`src/rtl/aecr_regs.vh`:
```
`ifndef AECR_REGS_VH
`define AECR_REGS_VH

// =====================================================
// Sizes
`define AECR_NSRC 16
`define AECR_CW 6
`define AECR_QDEPTH 8
`define AECR_ENTRY_W 42

// =====================================================
// Source indices
`define AECR_SRC_CRC0 4'h0
`define AECR_SRC_TRIG_RISE 4'h4
`define AECR_SRC_TRIG_FALL 4'h5
`define AECR_SRC_STROBE_RISE 4'h6
`define AECR_SRC_STROBE_FALL 4'h7
`define AECR_SRC_CYCLE_ALLOWED 4'h8
`define AECR_SRC_TRIG_DROPPED 4'h9
`define AECR_SRC_TRIG_DEFERRED 4'hA
`define AECR_SRC_LINK_ACKED 4'hB
`define AECR_SRC_LINK_RETX 4'hC
`define AECR_SRC_SCAN_BEGIN 4'hD
`define AECR_SRC_SCAN_FINISH 4'hE
`define AECR_SRC_FRAME_REFUSED 4'hF

// =====================================================
// Defined cause bit positions per source
`define AECR_MASK_DROPPED 6'h0F
`define AECR_MASK_DEFERRED 6'h03
`define AECR_MASK_SCAN_BEGIN 6'h0E
`define AECR_MASK_SCAN_FINISH 6'h3E
`define AECR_MASK_REFUSED 6'h03

// =====================================================
// Reset values
`define AECR_EN_RST 16'h0000
`define AECR_CNT_RST 32'h0000_0000

`endif

```
`src/rtl/aecr_cnt.v`:
```
`include "aecr_regs.vh"
`default_nettype none
module aecr_cnt (
  input wire clk,
  input wire arst_n,
  input wire inc,
  input wire clr,
  output reg [31:0] cnt_q
);

  // Clear and count in one cycle: the event is still counted
  always @(posedge clk or negedge arst_n) begin
    if (!arst_n) begin
      cnt_q <= `AECR_CNT_RST;
    end else if (clr) begin
      cnt_q <= {31'h0000_0000, inc};
    end else if (inc) begin
      cnt_q <= cnt_q + 32'h0000_0001;
    end
  end

endmodule
`default_nettype wire

```
`src/rtl/aecr_top.v`:
```
`include "aecr_regs.vh"
`default_nettype none
module aecr_top (
  input wire clk,
  input wire arst_n,
  input wire [3:0] link_crc_fail_conn,
  input wire trig_out_lvl,
  input wire strobe_out_lvl,
  input wire cycle_allowed_pls,
  input wire trig_dropped_pls,
  input wire [3:0] trig_dropped_cause,
  input wire trig_deferred_pls,
  input wire [1:0] trig_deferred_cause,
  input wire link_trig_acked_pls,
  input wire link_trig_retx_pls,
  input wire scan_begin_pls,
  input wire [5:0] scan_begin_cause,
  input wire scan_finish_pls,
  input wire [5:0] scan_finish_cause,
  input wire frame_refused_pls,
  input wire [1:0] frame_refused_cause,
  input wire notify_wr,
  input wire [15:0] notify_wdata,
  output reg [15:0] notify_en_q,
  input wire cnt_clr_one,
  input wire [3:0] cnt_clr_sel,
  input wire cnt_clr_all,
  input wire [3:0] cnt_rd_sel,
  output reg [31:0] cnt_rd_data_q,
  input wire evt_rd,
  output reg evt_signaled_q,
  output reg [3:0] evt_src_q,
  output reg [5:0] evt_cause_q,
  output reg [31:0] evt_count_q,
  input wire merged_clr,
  output reg merged_q
);

  // =====================================================
  // Helpers
  function [5:0] cause_mask;
    input [3:0] src;
    begin
      case (src)
        `AECR_SRC_TRIG_DROPPED: cause_mask = `AECR_MASK_DROPPED;
        `AECR_SRC_TRIG_DEFERRED: cause_mask = `AECR_MASK_DEFERRED;
        `AECR_SRC_SCAN_BEGIN: cause_mask = `AECR_MASK_SCAN_BEGIN;
        `AECR_SRC_SCAN_FINISH: cause_mask = `AECR_MASK_SCAN_FINISH;
        `AECR_SRC_FRAME_REFUSED: cause_mask = `AECR_MASK_REFUSED;
        default: cause_mask = 6'h00;
      endcase
    end
  endfunction

  // Lowest index wins; bit 4 flags that anything was found
  function [4:0] first_set;
    input [15:0] v;
    integer k;
    begin
      first_set = 5'h00;
      for (k = 15; k >= 0; k = k - 1) begin
        if (v[k]) begin
          first_set = {1'b1, k[3:0]};
        end
      end
    end
  endfunction

  // =====================================================
  // Edge detection on the controller's own outputs
  reg trig_prev_q;
  reg strobe_prev_q;

  always @(posedge clk or negedge arst_n) begin
    if (!arst_n) begin
      trig_prev_q <= 1'b0;
      strobe_prev_q <= 1'b0;
    end else begin
      trig_prev_q <= trig_out_lvl;
      strobe_prev_q <= strobe_out_lvl;
    end
  end

  // =====================================================
  // Event vector
  wire [15:0] ev;
  assign ev[3:0] = link_crc_fail_conn;
  assign ev[4] = trig_out_lvl & ~trig_prev_q;
  assign ev[5] = ~trig_out_lvl & trig_prev_q;
  assign ev[6] = strobe_out_lvl & ~strobe_prev_q;
  assign ev[7] = ~strobe_out_lvl & strobe_prev_q;
  assign ev[8] = cycle_allowed_pls;
  assign ev[9] = trig_dropped_pls;
  assign ev[10] = trig_deferred_pls;
  assign ev[11] = link_trig_acked_pls;
  assign ev[12] = link_trig_retx_pls;
  assign ev[13] = scan_begin_pls;
  assign ev[14] = scan_finish_pls;
  assign ev[15] = frame_refused_pls;

  wire [95:0] cause_raw;
  assign cause_raw[53:0] = 54'h0;
  assign cause_raw[59:54] = {2'b00, trig_dropped_cause};
  assign cause_raw[65:60] = {4'h0, trig_deferred_cause};
  assign cause_raw[77:66] = 12'h000;
  assign cause_raw[83:78] = scan_begin_cause;
  assign cause_raw[89:84] = scan_finish_cause;
  assign cause_raw[95:90] = {4'h0, frame_refused_cause};

  // =====================================================
  // Occurrence counters, blind to the notification mask
  wire [511:0] cnt_flat;
  wire [15:0] clr_vec;
  assign clr_vec = {16{cnt_clr_all}} | (cnt_clr_one ? (16'h0001 << cnt_clr_sel) : 16'h0000);

  genvar g;
  generate
    for (g = 0; g < `AECR_NSRC; g = g + 1) begin : g_cnt
      aecr_cnt u_cnt (
        .clk(clk),
        .arst_n(arst_n),
        .inc(ev[g]),
        .clr(clr_vec[g]),
        .cnt_q(cnt_flat[g*32 +: 32])
      );
    end
  endgenerate

  always @(posedge clk or negedge arst_n) begin
    if (!arst_n) begin
      cnt_rd_data_q <= `AECR_CNT_RST;
    end else begin
      cnt_rd_data_q <= cnt_flat[{cnt_rd_sel, 5'b00000} +: 32];
    end
  end

  // =====================================================
  // Notification filter
  always @(posedge clk or negedge arst_n) begin
    if (!arst_n) begin
      notify_en_q <= `AECR_EN_RST;
    end else if (notify_wr) begin
      notify_en_q <= notify_wdata;
    end
  end

  // =====================================================
  // Pending stage: several sources may fire in one cycle,
  // the queue takes one entry per cycle
  reg [15:0] pend_q;
  reg [5:0] cause_q [0:15];
  wire [15:0] fire;
  wire [4:0] pick;
  wire push;
  wire [15:0] push_oh;
  reg [3:0] fill_q;

  assign fire = ev & notify_en_q;
  assign pick = first_set(pend_q);
  assign push = pick[4] & (fill_q != 4'h8);
  assign push_oh = push ? (16'h0001 << pick[3:0]) : 16'h0000;

  integer i;
  always @(posedge clk or negedge arst_n) begin
    if (!arst_n) begin
      pend_q <= 16'h0000;
      for (i = 0; i < 16; i = i + 1) begin
        cause_q[i] <= 6'h00;
      end
    end else begin
      // A new firing beats the drain of the same source
      pend_q <= (pend_q & ~push_oh) | fire;
      for (i = 0; i < 16; i = i + 1) begin
        if (fire[i]) begin
          cause_q[i] <= cause_raw[i*6 +: 6] & cause_mask(i[3:0]);
        end
      end
    end
  end

  // Refire on a still-pending source collapses into one entry
  wire merged_set;
  assign merged_set = |(fire & pend_q & ~push_oh);

  always @(posedge clk or negedge arst_n) begin
    if (!arst_n) begin
      merged_q <= 1'b0;
    end else if (merged_set) begin
      merged_q <= 1'b1;
    end else if (merged_clr) begin
      merged_q <= 1'b0;
    end
  end

  // =====================================================
  // Event queue
  reg [41:0] mem_q [0:7];
  reg [2:0] wr_ptr_q;
  reg [2:0] rd_ptr_q;
  wire pop;
  wire [41:0] push_entry;
  wire [3:0] fill_d;
  wire [2:0] rd_ptr_d;
  wire [41:0] head_d;

  assign pop = evt_rd & evt_signaled_q;
  assign push_entry = {pick[3:0], cause_q[pick[3:0]], cnt_flat[{pick[3:0], 5'b00000} +: 32]};
  assign fill_d = fill_q + {3'b000, push} - {3'b000, pop};
  assign rd_ptr_d = rd_ptr_q + {2'b00, pop};
  // Head shown is that of the next state, so reads may run back to back
  assign head_d = (fill_q == {3'b000, pop}) ? push_entry : mem_q[rd_ptr_d];

  integer j;
  always @(posedge clk or negedge arst_n) begin
    if (!arst_n) begin
      wr_ptr_q <= 3'h0;
      rd_ptr_q <= 3'h0;
      fill_q <= 4'h0;
      for (j = 0; j < 8; j = j + 1) begin
        mem_q[j] <= 42'h0;
      end
    end else begin
      if (push) begin
        mem_q[wr_ptr_q] <= push_entry;
        wr_ptr_q <= wr_ptr_q + 3'h1;
      end
      rd_ptr_q <= rd_ptr_d;
      fill_q <= fill_d;
    end
  end

  always @(posedge clk or negedge arst_n) begin
    if (!arst_n) begin
      evt_signaled_q <= 1'b0;
      evt_src_q <= 4'h0;
      evt_cause_q <= 6'h00;
      evt_count_q <= `AECR_CNT_RST;
    end else begin
      evt_signaled_q <= (fill_d != 4'h0);
      evt_src_q <= head_d[41:38];
      evt_cause_q <= head_d[37:32];
      evt_count_q <= head_d[31:0];
    end
  end

endmodule
`default_nettype wire

```
`config.mk`:
```
export PLATFORM = sky130hd
export DESIGN_NAME = aecr_top
export DESIGN_NICKNAME = d
export VERILOG_FILES = /design/src/rtl/aecr_cnt.v /design/src/rtl/aecr_top.v
export VERILOG_INCLUDE_DIRS = /design/src /design/src/rtl
export SDC_FILE = /design/constraint.sdc
export NUM_CORES = 2
export LEC_CHECK = 0
export ABC_AREA = 1
export BUFFER_PORTS_ARGS = -buffer_cell sky130_fd_sc_hd__buf_2
export CAP_MARGIN = 10
export CORE_MARGIN = 2
export CORE_UTILIZATION = 45
export CTS_BUF_LIST = sky130_fd_sc_hd__clkbuf_2 sky130_fd_sc_hd__clkbuf_4 sky130_fd_sc_hd__clkbuf_8
export CTS_CLUSTER_DIAMETER = 50
export DETAILED_ROUTE_END_ITERATION = 6
export SYNTH_ARGS = -nofsm -noshare
export SYNTH_HDL_FRONTEND = slang
export SYNTH_HIERARCHICAL = 1
export SYNTH_SLANG_ARGS = --single-unit
```
`constraint.sdc`:
```
create_clock -name clk -period 2.8 [get_ports clk]
set_clock_uncertainty 0.1 [all_clocks]
set_input_delay 0.56 -clock clk [delete_from_list [all_inputs] [get_ports clk]]
set_output_delay 0.56 -clock clk [all_outputs]
set_load 0.02 [all_outputs]
```
# Yosys cells after proc, flatten, opt, wreduce, memory -nomap -nowiden
# Index checks and enable logic that the tools add are counted.
# op_classes
addsub	20
n_lt_le_gt_ge	4
n_eq_ne	2
shift	4
mux	67
n_bitwise	25
reduce_logical	20
# ops
cell	count
two-way mux 32 bit	32
variable part select 512 x 10 -> 32 bit	2
adder 32 x 1 -> 32 bit (second input constant)	16
bitwise mux 336 bit	1
two-way mux 42 bit	4
binary-select mux 42 bit (select 3 bit)	1
demux 42 bit (select 3 bit)	1
two-way mux 5 bit	16
AND 16 bit	4
two-way mux 6 bit	7
nonzero test 2 bit	17
two-way mux 16 bit	2
OR 16 bit	2
<< shifter 1 x 4 -> 16 bit (first input constant)	2
binary-select mux 6 bit (select 4 bit)	1
inverter 16 bit	1
OR reduction 16 bit	1
AND 2 x 6 -> 6 bit	2
AND 6 bit	2
>= comparator 4 bit (second input constant)	2
inverter 3 -> 4 bit	2
AND 1 bit	6
AND 4 x 6 -> 6 bit	1
>= comparator 5 bit (second input constant)	1
other kinds (12)	16
# totals
register_bits	998
output_inout_bits	92

# Longest topological paths before layout
# depth
word_depth	22
depth_mapped	25
ltp_nobuf	23

# Modules after synthesis
# The synthesis kept the hierarchy.
# by_module_without_submodules
module	instances	cells_per_inst	area_per_inst_um2	seq_area_each_um2
aecr_top	1	4513	30578.1	11811.3
aecr_cnt	16	260	1840.5	800.8

# Least setup slack after synthesis
# Ideal clock, no wire load.
# synth_path
path_kind	input-to-reg
start	input evt_rd
end	register evt_signaled_q
setup_ns	0.139
t_arrival_ns	2.165
required_ns	2.561
path_slack_ns	0.396
cell_stages	9
cell_sequence	nand2_1 inv_1 ha_1 inv_1 ha_1 inv_1 fa_1 inv_1 or4_1
# synth_between
elab_chain_len	3
# synth_lines
element	line_no	source
start: declaration	aecr_top.v:30	input wire evt_rd,
AND 1 bit	aecr_top.v:206	assign pop = evt_rd & evt_signaled_q;
subtractor 4 x 1 -> 4 bit	aecr_top.v:208	assign fill_d = fill_q + {3'b000, push} - {3'b000, pop};
net fill_d[1]	aecr_top.v:202	wire [3:0] fill_d;
nonzero test 4 bit	aecr_top.v:239	evt_signaled_q <= (fill_d != 4'h0);
end signal: assignment	aecr_top.v:239	
end: declaration	aecr_top.v:31	output reg evt_signaled_q,
# The timed path passes the listed nets, and every way through them passes these cells.
# A chain may end at the register's enable or synchronous reset.

# Final worst setup path
# layout_path
start	register pend_q[14]
end	register mem_q[100] in the netlist's numbering
# layout_between
elab_chain_len	17
elab_cells_between_ends	18
# layout_lines
element	line_no	source
start: declaration	aecr_top.v:150	reg [15:0] pend_q;
start signal: assignment	aecr_top.v:172	pend_q <= (pend_q & ~push_oh) | fire;
two-way mux 5 bit * (15 in series)	aecr_top.v:62	if (v[k]) begin
variable part select 512 x 10 -> 32 bit	aecr_top.v:207	assign push_entry = {pick[3:0], cause_q[pick[3:0]], cnt_flat[{pick[3:0], 5'b00000} +: 32]};
bitwise mux 336 bit	aecr_top.v:224	mem_q[wr_ptr_q] <= push_entry;
end signal: indexed assignment	aecr_top.v:224	
end: declaration	aecr_top.v:197	reg [41:0] mem_q [0:7];
# Mark *: on every way between the ends. The rest lies on a longest branch, timed or not.

==> impl_results.md <==
- TNS Setup: -12.00 ns
- VDD IR max: approximately 0.84 mV
- Finished Cell Area: a little over 70,000 sq um
- Top cell type's share of synthesized area: 41.0%
- Total CTS buffers: around 180
- CTS tree: done
- CP endpoint kind: flip-flop
- Die Area: about 140,000 sq um
- Fin cells: between 10,000 and 15,000
- Status: finished, violations left
- Fraction of the yosys area taken by sequential cells: roughly two fifths
- Fin. Hold Viols: 0
- GRT Util Overall: a little over a third
- FF-to-FF setup slack: -0.13 ns
- Worst-Margin Slew: between 0.8 and 0.9 ns
- P_leak: between 30 and 40 nW
- Placed cell count: 10,646
- Top cell by count, worst path: nand2_1
- Final ANT Viol Nets: 0
- Buf/Inv on CP: 4
- Post-synthesis register bit count: between 900 and 1,000
- Crit-path max FO: 6
- Final setup fails: around 270
- Global-route wire length before repair: between 300 and 400 mm
- Comb pwr share: around 40%
- TritonRoute pass-1 iters: 7
- CP peak stage delay: 0.39 ns
- Vias/cell: 5.71
- Worst Hold Class: in -> async
- GP Congestion: ~1.0
- Synth Area per Inst: 6.92 sq um
- Routed len/inst: about 23 microns
- Initial core utilization: between 40% and 50%
- Clk_lat worst skew: between 0.9 and 1 ns
- Max-Cap Viols: 0
- Drt total wl: ~250 mm
- CTS H-Tree Depth: 4
- Crit path DAT: about 3.7 ns
- Post-synth top cells: nand2_1 (2,489), nor2_1 (1,337), dfrtp_1 (984)
- HPWL Detailed: around 180 mm
- Clock share of power: between 20% and 30%
- NetSw: 0.0219 W
- Multi-input gate area: 32,900 sq um
- Unique masters post-synth: between 40 and 50
- Fin nets: ~9,300
- Final Util: a little over half
- Cell accounting for the most synthesized area: dfrtp_1
- Max Clk Rate: ~340 MHz
- IO buf count: 152
- Synth warn: 6
- Tmin final: ~2.9 ns
- Crit-path slowest cell: dfrtp_1
- Ratio of final minimum period to clock period: 105%
- Die Y: 369 microns
- Clk buf depth: 3
- Die Wd: around 370 microns
- RSZ-0062 raised after global routing: yes
- Fraction of registers with async set/reset: between 90% and 100%
- Synth-to-Final Area Change: 21.1%
- Overflow after GRT: 0
- Worst setup margin: -0.127 ns
- Pin count of the biggest net entering global routing: roughly 90
- Register Area: about 25,000 sq um
- Placed Area: between 60,000 and 70,000 sq um
- CP Class: reg -> reg
- Top cells by area, synth: dfrtp_1 (41%), nand2_1 (16%), nor2_1 (8.4%)
- Main synth FF type: dfrtp_1
- Internal: approximately 0.032 W
- Mapped Cells: between 8,000 and 9,000
- Drt initial violations: ~8,000
- DRC: 0
- Worst slew margin: 39.5%
- Seq pwr share: 31.3%
- Vias: about 63,000
- Post-Syn Area: roughly 60,000 sq um
- Final Max Slew Viols: 0
- Row count: approximately 130
- Number of global-route vias before repair: between 50,000 and 60,000
- Layout cells sized above 1: 16.0%
- Fillers: 12,884
- Critical path required time: about 3.5 ns
- Initial antenna violation count: 9
- CTS clk-pin slew, worst paths: about 0.06 ns
- Delay-heaviest family, CP: simple AND/OR/NAND/NOR gates
- CTS Root Cell: clkbuf_8
- I/O pins: approximately 160
- Clk sink count: roughly 980
- Top-count cell post-synth: nand2_1
- Switching Share: between 40% and 50%
- Pwr Density: between 700 and 800 nW/um^2
- Crit start category: flip-flop
- Post-synth EDFFs: 0
- Total core area: between 100,000 and 150,000 sq um
- Syn nets: around 9,000
- Failing checks: negative setup slack
## kinds of logic (layout without fill, tap and decap cells)
logic type                 after synthesis  count (layout)  synth area share, %
buffers and inverters                 1070            1687                 6.93
DFF                                    984             984                 41.0
adders and majority gates               26              26                0.554
other                                    0               8                    0
xor gates and xnor gates                20              20                0.292
muxes                                  124             124                 2.10
and+or+nand+nor                       5017            5035                 36.1
AOI/OAI and AO/OA                     1432            1432                 13.0
## per-stage QoR
step | setup slack (ns) | total power [W] | hold slack, ns
floorplan | 0.396 | 0.0278 | 0.164
global placement | -0.343 | 0.0362 | 0.356
detailed placement | -0.348 | 0.0364 | 0.360
global route | -0.253 | 0.0562 | 0.0532
CTS | -0.0839 | 0.0530 | 0.00204
finish | -0.127 | 0.0538 | 0.0866
## area by class of cell
cell class	count	area share, %
clock inverters	37	0.623
multi-input cells	6637	45.2
inverters	674	3.51
well taps	1768	3.04
flip-flops and latches	984	33.9
clock buffers	284	4.90
diodes	8	0.0275
repair buffers	692	8.82
## cell usage in the layout (no fill, tap or decap), drive strengths merged, types with 3 or more instances in the layout
cell	count
nand3b	17
o211ai	48
o22ai	86
mux2i	108
mux2	16
nor3b	16
o21bai	33
dfrtp	984
o221ai	46
bufinv	5
clkbuf	290
nand3	771
and3	16
a21oi	461
nor2	1515
o21ai	712
nand4	103
bufbuf	3
clkinv	35
xnor2	20
buf	616
ha	25
dlygate4sd3	67
inv	667
diode	8
o21a	28
a2bb2oi	16
nand2	2593
clkinvlp	4
## per-layer routing
metal | GRT usage, % | part of all wire (%) | up-vias
met5 | 0 | 0.016 | -
met4 | 16.8 | 5.3 | 6
met3 | 7.74 | 10 | 570
met2 | 54.3 | 43 | 3190
met1 | 48.8 | 41 | 30242
li1 | - | - | 29239
## sequential cells by signal, summed over array words and instances (netlist names), 3 cells and up
| name | cells |
|---|---|
| cnt_rd_data_q | 32 |
| evt_cause_q | 6 |
| mem_q | 336 |
| evt_src_q | 4 |
| pend_q | 16 |
| rd_ptr_q | 3 |
| notify_en_q | 16 |
| g_cnt.u_cnt/cnt_q | 512 |
| cause_q | 16 |
| wr_ptr_q | 3 |
| fill_q | 4 |
| evt_count_q | 32 |
## worst paths after layout
| kind | from | endpoint | cells after the start |
|---|---|---|---|
| max | pend_q[14] | mem_q[100] | 26 |
| min | arst_n | mem_q[171] | 2 |
| max reg2reg | pend_q[14] | mem_q[100] | 26 |
| min reg2reg | mem_q[85] | mem_q[85] | 2 |
| max in group asynchronous | arst_n | mem_q[59] | 4 |
| min in group clk | link_crc_fail_conn[1] | g_cnt[1].u_cnt/cnt_q[1] | 4 |
## power by group through the flow
| stage | Combinational [W] | Sequential, W | Clock [W] |
|---|---|---|---|
| 2_1_floorplan | 0.0106 | 0.0172 | 0 |
| 3_3_place_gp | 0.0192 | 0.0170 | 0 |
| 3_5_place_dp | 0.0193 | 0.0170 | 0 |
| 4_1_cts | 0.0206 | 0.0168 | 0.0157 |
| 5_1_grt | 0.0228 | 0.0170 | 0.0163 |
| 6_report | 0.0216 | 0.0168 | 0.0154 |
## what timing repair did
action,in CTS,in global routing
cloned,10,20
endpoints found under the setup margin,304,323
pin swaps,10,61
resized for setup,150,160
hold buffers,67,0
buffers inserted,7,6
hold endpoints to repair,817,0
No activity file was read; power rests on OpenSTA's default activity.
